### config.mk
export PLATFORM = sky130hd
export DESIGN_NAME = sldrv_ctrl_flat
export DESIGN_NICKNAME = d
export VERILOG_FILES = /design/src/verilog/sldrv_pkg.sv /design/src/verilog/sldrv_if.sv /design/src/verilog/sldrv_ctrl.sv /design/src/flat_wrapper.sv
export SDC_FILE = /design/constraint.sdc
export NUM_CORES = 1
export LEC_CHECK = 0
export BUFFER_PORTS_ARGS = -buffer_cell sky130_fd_sc_hd__buf_2
export CORE_MARGIN = 5
export CORE_UTILIZATION = 54
export CTS_BUF_LIST = sky130_fd_sc_hd__clkbuf_8
export CTS_CLUSTER_DIAMETER = 100
export DETAILED_ROUTE_END_ITERATION = 16
export GPL_ROUTABILITY_DRIVEN = 0
export GPL_TIMING_DRIVEN = 0
export PLACE_DENSITY_LB_ADDON = 0.2
export SLEW_MARGIN = 20
export SYNTH_ARGS = -nofsm -noshare
export SYNTH_HDL_FRONTEND = slang
export SYNTH_SLANG_ARGS = --single-unit
### constraint.sdc
create_clock -name ref_clk_in -period 2.95 [get_ports ref_clk_in]
set_input_delay 0.1475 -clock ref_clk_in [delete_from_list [all_inputs] [get_ports ref_clk_in]]
set_output_delay 0.1475 -clock ref_clk_in [all_outputs]
set_load 0.01 [all_outputs]
### src/verilog/sldrv_pkg.sv
// Package: shared constants and types of the serial latched output driver
package sldrv_pkg;
  // ---------------------------------------------------------------------
  // Geometry
  // ---------------------------------------------------------------------
  localparam int CHAN_NUM        = 12;
  localparam int SYS_CLK_MHZ     = 125;
  // ---------------------------------------------------------------------
  // Link timing in nanoseconds and derived cycle counts
  // ---------------------------------------------------------------------
  localparam int T_CLK_PERIOD_NS = 1000;
  localparam int T_CLK_PHASE_NS  = 480;
  localparam int T_LATCH_HIGH_NS = 480;
  localparam int T_LATCH_GAP_NS  = 250;
  localparam int T_SETUP_NS      = 150;
  localparam int T_SETTLE_NS     = 300;
  // Least times round up
  localparam int HALF_CYC  = ((T_CLK_PERIOD_NS / 2) * SYS_CLK_MHZ + 999)
                             / 1000;
  localparam int PHASE_CYC = (T_CLK_PHASE_NS * SYS_CLK_MHZ + 999) / 1000;
  localparam int LATH_CYC  = (T_LATCH_HIGH_NS * SYS_CLK_MHZ + 999) / 1000;
  localparam int GAP_CYC   = (T_LATCH_GAP_NS * SYS_CLK_MHZ + 999) / 1000;
  localparam int SETUP_CYC = (T_SETUP_NS * SYS_CLK_MHZ + 999) / 1000;
  // Longest time rounds down: load to outputs
  localparam int SETTLE_CYC = (T_SETTLE_NS * SYS_CLK_MHZ) / 1000;
  localparam logic [CHAN_NUM-1:0] CHAN_RST = 12'h000;
  // ---------------------------------------------------------------------
  // Controller sequencer states
  // ---------------------------------------------------------------------
  typedef enum logic [2:0] {
    CT_IDLE, CT_LOW, CT_HIGH, CT_GAP, CT_LATCH
  } sldrv_ct_state_t;
endpackage

### src/verilog/sldrv_if.sv
// Interface: the five link wires plus cascade return between both ends
`timescale 1ns/1ps
`default_nettype none
interface sldrv_if;
  logic sclk;
  logic serial_in;
  logic load;
  logic rst_n;
  logic output_kill;
  logic cascade_out;
  modport ctrl (
    output sclk, serial_in, load, rst_n, output_kill,
    input  cascade_out
  );
  modport dev (
    input  sclk, serial_in, load, rst_n, output_kill,
    output cascade_out
  );
endinterface
`default_nettype wire

### src/verilog/sldrv_ctrl.sv
// Controller end: buffers frames and serialises them onto the link
`timescale 1ns/1ps
`default_nettype none
module sldrv_ctrl
  import sldrv_pkg::*;
#(
  parameter int FRAME_BITS = sldrv_pkg::CHAN_NUM
) (
  input  wire logic                  ref_clk_in,
  input  wire logic                  rstn_in,
  sldrv_if.ctrl                      link,
  input  wire logic [FRAME_BITS-1:0] frame_in,
  input  wire logic                  frame_valid_in,
  output logic                       frame_ready_out,
  input  wire logic                  kill_in,
  output logic                       busy_out
);
  import sldrv_pkg::*;

  // Elaboration check: shifter reads bit FRAME_BITS-2, bit counter is 8 bits
  if (FRAME_BITS < 2 || FRAME_BITS > 255) begin : g_bits_check
    $error("bad FRAME_BITS");
  end

  // ---------------------------------------------------------------------
  // Two-entry buffer: source stalls only when both slots are full
  // ---------------------------------------------------------------------
  logic [FRAME_BITS-1:0] buf_q [2];
  logic                  wr_q;
  logic                  rd_q;
  logic [1:0]            cnt_q;
  logic                  pop;
  logic                  push;
  assign frame_ready_out = (cnt_q != 2'd2);
  assign push = frame_valid_in & frame_ready_out;

  sldrv_ct_state_t state_q;
  logic [FRAME_BITS-1:0] sh_q;
  logic [7:0]            bit_q;
  logic [7:0]            tmr_q;
  logic sclk_q, sdat_q, load_q, rstn_q, kill_q;

  assign pop = (state_q == CT_IDLE) && (cnt_q != 2'd0);

  // Buffer storage and pointers
  always_ff @(posedge ref_clk_in) begin
    if (!rstn_in) begin
      wr_q  <= 1'b0;
      rd_q  <= 1'b0;
      cnt_q <= 2'd0;
    end else begin
      if (push) begin
        buf_q[wr_q] <= frame_in;
        wr_q        <= ~wr_q;
      end
      if (pop) rd_q <= ~rd_q;
      cnt_q <= cnt_q + {1'b0, push} - {1'b0, pop};
    end
  end

  // Reset pin low during local reset so outputs stay off at power-up
  always_ff @(posedge ref_clk_in) begin
    if (!rstn_in) begin
      rstn_q <= 1'b0;
      kill_q <= 1'b0;
    end else begin
      rstn_q <= 1'b1;
      kill_q <= kill_in;
    end
  end

  // Serial sequencer: MSB first, timed phases, gap then load pulse
  always_ff @(posedge ref_clk_in) begin
    if (!rstn_in) begin
      state_q <= CT_IDLE;
      sh_q    <= '0;
      bit_q   <= 8'h00;
      tmr_q   <= 8'h00;
      sclk_q  <= 1'b0;
      sdat_q  <= 1'b0;
      load_q  <= 1'b0;
    end else begin
      unique case (state_q)
        CT_IDLE: begin
          load_q <= 1'b0;
          if (pop) begin
            sh_q    <= buf_q[rd_q];
            sdat_q  <= buf_q[rd_q][FRAME_BITS-1];
            bit_q   <= 8'(FRAME_BITS - 1);
            tmr_q   <= 8'(HALF_CYC - 1);
            state_q <= CT_LOW;
          end
        end
        CT_LOW: begin
          // Data changes at low start, so setup equals a half period
          if (tmr_q == 8'h00) begin
            sclk_q  <= 1'b1;
            tmr_q   <= 8'(HALF_CYC - 1);
            state_q <= CT_HIGH;
          end else begin
            tmr_q <= tmr_q - 8'h01;
          end
        end
        CT_HIGH: begin
          if (tmr_q == 8'h00) begin
            sclk_q <= 1'b0;
            if (bit_q == 8'h00) begin
              tmr_q   <= 8'(GAP_CYC - 1);
              state_q <= CT_GAP;
            end else begin
              sh_q    <= {sh_q[FRAME_BITS-2:0], 1'b0};
              sdat_q  <= sh_q[FRAME_BITS-2];
              bit_q   <= bit_q - 8'h01;
              tmr_q   <= 8'(HALF_CYC - 1);
              state_q <= CT_LOW;
            end
          end else begin
            tmr_q <= tmr_q - 8'h01;
          end
        end
        CT_GAP: begin
          if (tmr_q == 8'h00) begin
            load_q  <= 1'b1;
            tmr_q   <= 8'(LATH_CYC - 1);
            state_q <= CT_LATCH;
          end else begin
            tmr_q <= tmr_q - 8'h01;
          end
        end
        CT_LATCH: begin
          if (tmr_q == 8'h00) begin
            load_q  <= 1'b0;
            state_q <= CT_IDLE;
          end else begin
            tmr_q <= tmr_q - 8'h01;
          end
        end
      endcase
    end
  end

  assign link.sclk        = sclk_q;
  assign link.serial_in   = sdat_q;
  assign link.load        = load_q;
  assign link.rst_n       = rstn_q;
  assign link.output_kill = kill_q;
  assign busy_out         = (state_q != CT_IDLE) || (cnt_q != 2'd0);
endmodule
`default_nettype wire

### src/flat_wrapper.sv
// flat-port wrapper written by rule: the top's interface ports become plain ports
module sldrv_ctrl_flat import sldrv_pkg::*;
#(
  parameter int FRAME_BITS = sldrv_pkg::CHAN_NUM
)
  (ref_clk_in, rstn_in, frame_in, frame_valid_in, frame_ready_out, kill_in, busy_out, link_sclk, link_serial_in, link_load, link_rst_n, link_output_kill, link_cascade_out);
  sldrv_if link_i ();
  input  wire logic ref_clk_in;
  input  wire logic rstn_in;
  input  wire logic [FRAME_BITS-1:0] frame_in;
  input  wire logic frame_valid_in;
  output logic frame_ready_out;
  input  wire logic kill_in;
  output logic busy_out;
  output wire logic [$bits(link_i.sclk)-1:0] link_sclk;
  output wire logic [$bits(link_i.serial_in)-1:0] link_serial_in;
  output wire logic [$bits(link_i.load)-1:0] link_load;
  output wire logic [$bits(link_i.rst_n)-1:0] link_rst_n;
  output wire logic [$bits(link_i.output_kill)-1:0] link_output_kill;
  input wire logic [$bits(link_i.cascade_out)-1:0] link_cascade_out;
  assign link_sclk = link_i.sclk;
  assign link_serial_in = link_i.serial_in;
  assign link_load = link_i.load;
  assign link_rst_n = link_i.rst_n;
  assign link_output_kill = link_i.output_kill;
  assign link_i.cascade_out = link_cascade_out;
  sldrv_ctrl #(.FRAME_BITS(FRAME_BITS)) u_core (.ref_clk_in(ref_clk_in), .rstn_in(rstn_in), .link(link_i), .frame_in(frame_in), .frame_valid_in(frame_valid_in), .frame_ready_out(frame_ready_out), .kill_in(kill_in), .busy_out(busy_out));
endmodule
# Word-level counts from Yosys, hierarchy flattened
# Memories as Yosys holds them, arrays and structs flattened. A register that Yosys moved wholly into a read port is not among the register bits.
# Index checks and enable logic that the tools add are counted.
[word_totals]
regBits = 39
ramBits = 24
in_bits = 17
out_inout_bits = 7
word_cells = 83
memories = 1
[op_classes]
add_sub_neg = 4
eq_ne = 12
n_mux = 36
n_bitwise = 3
reduce_logical = 15
[mem_list]
columns = ["memory", "depth", "width", "rd", "rd_clocked_by_memory_dff", "write_ports", "line", "text"]
rows = [
  ["u_core.buf_q", 2, 12, 1, 1, 1, "sldrv_ctrl.sv:28", "logic [FRAME_BITS-1:0] buf_q [2];"],
]
[ops]
columns = ["operator", "count"]
rows = [
  ["2-to-1 mux 8 bit", 8],
  ["one-hot mux 8 bit (5 select lines)", 1],
  ["2-to-1 mux 11 bit", 3],
  ["one-hot mux 11 bit (2 select lines)", 1],
  ["logical NOT 8 bit", 2],
  ["one-hot mux 8 bit (2 select lines)", 1],
  ["subtractor 8 x 1 -> 8 bit, second input constant", 2],
  ["2-to-1 mux 3 bit", 5],
  ["one-hot mux 3 bit (5 select lines)", 1],
  ["2-to-1 mux 1 bit", 11],
  ["inequality test 2 x 1 -> 1 bit, second input constant", 5],
  ["== test 3 x 2 -> 1 bit, second input constant", 2],
  ["2-to-1 mux 6 bit", 1],
  ["inequality test 2 bit, second input constant", 3],
  ["AND reduction 3 bit", 2],
  ["nonzero test 2 bit", 3],
  ["nonzero test 3 bit", 2],
  ["AND reduction 5 bit", 1],
  ["one-hot mux 1 bit (2 select lines)", 2],
  ["AND reduction 4 bit", 1],
  ["== test 3 x 1 -> 1 bit, second input constant", 1],
  ["== test 3 bit, second input constant", 1],
  ["logical NOT 3 bit", 1],
  ["one-hot mux 1 bit (3 select lines)", 1],
  ["other kinds (8)", 9],
]

# Logic depth before layout (Yosys ltp)
[logic_depth]
ltp_word = 5
mapped_depth = 11
mapped_depth_nobuf = 8

# Worst setup path before layout
# No wires, ideal clock.
[synth_path]
path_kind = "flip-flop to flip-flop"
from = "reg u_core.bit_q[0]"
to = "reg u_core.sh_q[3]"
setup_time_ps = 71
arrival_ps = 2360
required_ps = 2879
setup_slack_ps = 519
path_stages_with_launch = 10
path_buffers = 2
period_less_slack_ps = 2431
path_cell_list = "dfxtp_1 > inv_1 > ha_1 > or3b_2 > nor4_1 > o21a_1 > buf_6 > clkbuf_1 > o21ai_0 > a21oi_1"
[synth_via]
elab_chain_cells = 3
[synth_lines]
columns = ["item", "line", "text"]
rows = [
  ["start, declared", "sldrv_ctrl.sv:39", "logic [7:0] bit_q;"],
  ["start signal, assigned", "sldrv_ctrl.sv:89", "bit_q <= 8'(FRAME_BITS - 1);"],
  ["start signal, assigned", "sldrv_ctrl.sv:113", "bit_q <= bit_q - 8'h01;"],
  ["logical NOT 8 bit", "sldrv_ctrl.sv:107", "if (bit_q == 8'h00) begin"],
  ["inequality test 2 bit (no line)", "n/a", ""],
  ["AND reduction 4 bit (no line)", "n/a", ""],
  ["end signal, assigned", "sldrv_ctrl.sv:87", "sh_q <= buf_q[rd_q];"],
  ["end signal, assigned", "sldrv_ctrl.sv:111", "sh_q <= {sh_q[FRAME_BITS-2:0], 1'b0};"],
  ["end, declared", "sldrv_ctrl.sv:38", "logic [FRAME_BITS-1:0] sh_q;"],
]
# Every way passes these cells.
# A chain may end at the register's enable or synchronous reset.

# Final worst setup path
[layout_path]
from = "reg u_core.bit_q[0]"
to = "reg u_core.sh_q[7]"
# The elaborated chain is that of the path after synthesis.

==> reports/metrics.csv <==
stage,metric,value,unit
clocking,"CTS clk-pin slew, worst paths",0.07,ns
setup_path,CP Cell Sequence,"inv_1, ha_1, or3b_2, nor4_2, o21a_1, buf_6, clkbuf_1, o21ai_0, a21oi_1",
sta,Final Worst Setup Slack,0.263,ns
global_routing,initial antenna violation count,0,
setup_path,Setup crit end kind,flop,
power,Pleak,1.29,nW
floorplanning,Initial Util,56.2,%
setup_path,worst r2r src,u_core.bit_q[0],
clocking,Clock Sink Count,64,
floorplanning,row count,26,
placement,dpl hpwl,4110,µm
setup_path,Critical-path top delay cell,nor4_2,
clocking,CTS tree,built,
logic_synthesis,top cell type's share of synthesized area,27.7,%
setup_path,crit-path max FO,10,
logic_synthesis,"Top FF cell, synth",dfxtp_1,
drt,drt initial violations,148,
clocking,worst skew pair latency,0.34,ns
global_routing,first-pass GRT wire length,10100,µm
sta,post-route minimum period,2.69,ns
floorplanning,Die X-Extent,83.2,µm
floorplanning,core box area,5140,µm²
layout,"Area growth, synth to finish",19.7,%
sta,final hold viol count,0,
logic_synthesis,most common library cells after synthesis,"dfxtp_1, o21ai_0, a21oi_1",
global_routing,total gr overflow,0,
drt,WL met3,350,µm
logic_synthesis,"top cells by area, synth","dfxtp_1, edfxtp_1, o21ai_0, a21oi_1, mux2i_1",
floorplanning,Ports,24,
clocking,root buffer cell,clkbuf_8,
sta,period utilization,91.1,%
drt,final antenna-violating net count,0,
placement,pre-CTS WS,0.0108,ns
setup_path,worst path required time,3.22,ns
logic_synthesis,Synth Warn #,0,
floorplanning,Die ar.,6920,µm²
layout,layout net count,365,
setup_path,Worst R2R Path Depth,9,
clocking,maximum clock path buffer count,2,
hold_path,hold crit path type,input port to flop,
drt,routed vias,2347,
logic_synthesis,syn avg cell area,9.73,µm²
placement,post-placement cell count,389,
setup_path,Critical path origin,u_core.bit_q[0],
drt,DRC,0,
setup_path,WP data arrival,2.95,ns
logic_synthesis,largest area contributor in the netlist,dfxtp_1,
sta,RSZ-0062 raised after global routing,no,
clocking,htree depth,3,
global_routing,largest net degree at the start of global routing,13,
layout,"Core Util, Final",67.3,%
logic_synthesis,Mapped Area,2890,µm²
sta,fin. max-slew vios,0,
sta,FMAX,372,MHz
drt,drt via density,5.60,
logic_synthesis,post-synthesis cell type count,52,
clocking,Post CTS Setup Buffer Count,0,
sta,Max-slew headroom,32.8,%
global_routing,vias in the first global route,2233,
layout,share of cells above drive strength 1,15.2,%
setup_path,CP bufs+invs,3,
logic_synthesis,asr flop ratio synth,0,%
clocking,CTS buffer count,9,
setup_path,RR Endpoint,u_core.sh_q[7],
power,Total Power,3.50,mW
layout,FILL cells,446,
logic_synthesis,Post-synth EDFFs,24,
sta,Fin Hold WS,0.294,ns
logic_synthesis,syn_nets,318,
job,total of max-cap violations,0,
placement,dpl cell area,3090,µm²
sta,TNS Setup,0,ns
drt,Top Layer Used,met4,
sta,Final Skew,0.00754,ns
drt,Routed WL,6070,µm
status,outcome,"finished, final reports clean",
logic_synthesis,Post-Syn Instances,297,
power,PD cells,1010,nW/µm²
layout,Finished Cell Area,3460,µm²
layout,"non-filler cells, final",419,
logic_synthesis,"count leader, synth",dfxtp_1,
placement,IO buf count,22,
sta,Tightest Pin Transition,1.00,ns
logic_synthesis,"Seq/Total Area, Yosys",52.6,%
drt,met2 wire length,3000,µm
setup_path,critical path depth,9,
setup_path,crit path kind,flop to flop,
setup_path,r2r setup slk,0.26,ns
setup_path,crit path launch type,flop,
global_routing,Total GRT Usage,18.0,%
sta,Setup Viol. Count Final,0,
floorplanning,die height,83.2,µm
logic_synthesis,register bit count reported by yosys,64,
drt,Pre-antenna DRT Iters,4,
layout,Antenna Cells,0,
power,VDD IR-drop max,0.531,mV
setup_path,"delay-heaviest family, CP",simple AND/OR/NAND/NOR gates,
setup_path,crit path to,u_core.sh_q[7],
drt,wire per inst,14.5,µm
drt,metal1 wirelength,2660,µm
setup_path,CP max stage delay,0.53,ns
## metal layers
metal | GRT usage [%] | vias up
met5 | 0 | -
met4 | 6.84 | 0
met3 | 6.44 | 8
met2 | 30.0 | 51
met1 | 21.3 | 1106
li1 | - | 1182
## where the power goes
part           total, mW  switching, mW  internal, mW
registers           1.29          0.149          1.14
logic               1.39          0.830         0.562
clock network      0.824          0.348         0.476
## worst min-delay path, cell delays in order
cell and delay, ns:
buf_2 0.07, and2_0 0.22, xnor2_1 0.09, nor2_1 0.08
## placed cells by master, fill, tap and decap left out, types with 5 or more instances in the layout
cell / count
a21oi_1: 25
buf_2: 23
clkbuf_1: 14
clkbuf_8: 9
dfxtp_1: 40
dlygate4sd3_1: 14
edfxtp_1: 24
inv_1: 8
mux2i_1: 12
nand2_1: 23
nand3_1: 14
nor2_1: 23
o21ai_0: 32
xnor2_1: 5
## cells by family (layout without fill, tap and decap cells)
kind of cell | Yosys count | after routing | synth area share, %
adder cells (fa/ha/maj) | 4 | 4 | 1.73
AO/OA/AOI/OAI | 86 | 86 | 18.2
AND/OR/NAND/NOR | 94 | 94 | 16.4
multiplexers | 13 | 13 | 4.55
flip-flops | 64 | 64 | 52.6
buffers and inverters | 29 | 81 | 4.37
XOR/XNOR | 7 | 7 | 2.12
## sequential cells by signal (all words and copies together) (netlist names), named ones only
| register | cells |
|---|---|
| u_core.buf_q | 24 |
| u_core.sh_q | 11 |
| u_core.bit_q | 8 |
| u_core.tmr_q | 8 |
| u_core.state_q | 3 |
| u_core.cnt_q | 2 |
| u_core.link.load | 1 |
| u_core.link.output_kill | 1 |
| u_core.link.rst_n | 1 |
| u_core.link.sclk | 1 |
| u_core.link.serial_in | 1 |
| u_core.rd_q | 1 |
| u_core.wr_q | 1 |
## area by class of cell
type	count	area [µm²]	share of cell area [%]
clock buffer	9	124	3.58
clock inverter	7	95.1	2.75
tap	70	87.6	2.53
buffer	20	92.6	2.68
multi-input combinational	204	1250	36.3
sequential	64	1520	44.0
inverter	9	33.8	0.976
timing repair buffer	36	250	7.23
## worst min-delay path by stage
stage	startpoint	end	slack (ns)	depth (start not counted)
3_3_place_gp	rstn_in	u_core.link.rst_n	0.31	1
2_1_floorplan	rstn_in	u_core.link.rst_n	0.18	0
5_1_grt	frame_valid_in	u_core.wr_q	0.33	4
4_1_cts	frame_valid_in	u_core.wr_q	0.28	4
6_report	frame_valid_in	u_core.wr_q	0.29	4
3_5_place_dp	rstn_in	u_core.link.rst_n	0.31	1
## repair_timing
action                                  CTS  global route
resized for setup                         1             0
hold buffers                             14             0
hold endpoints to repair                 26             0
endpoints found under the setup margin    5             0
(Power assumes the default switching activity.)
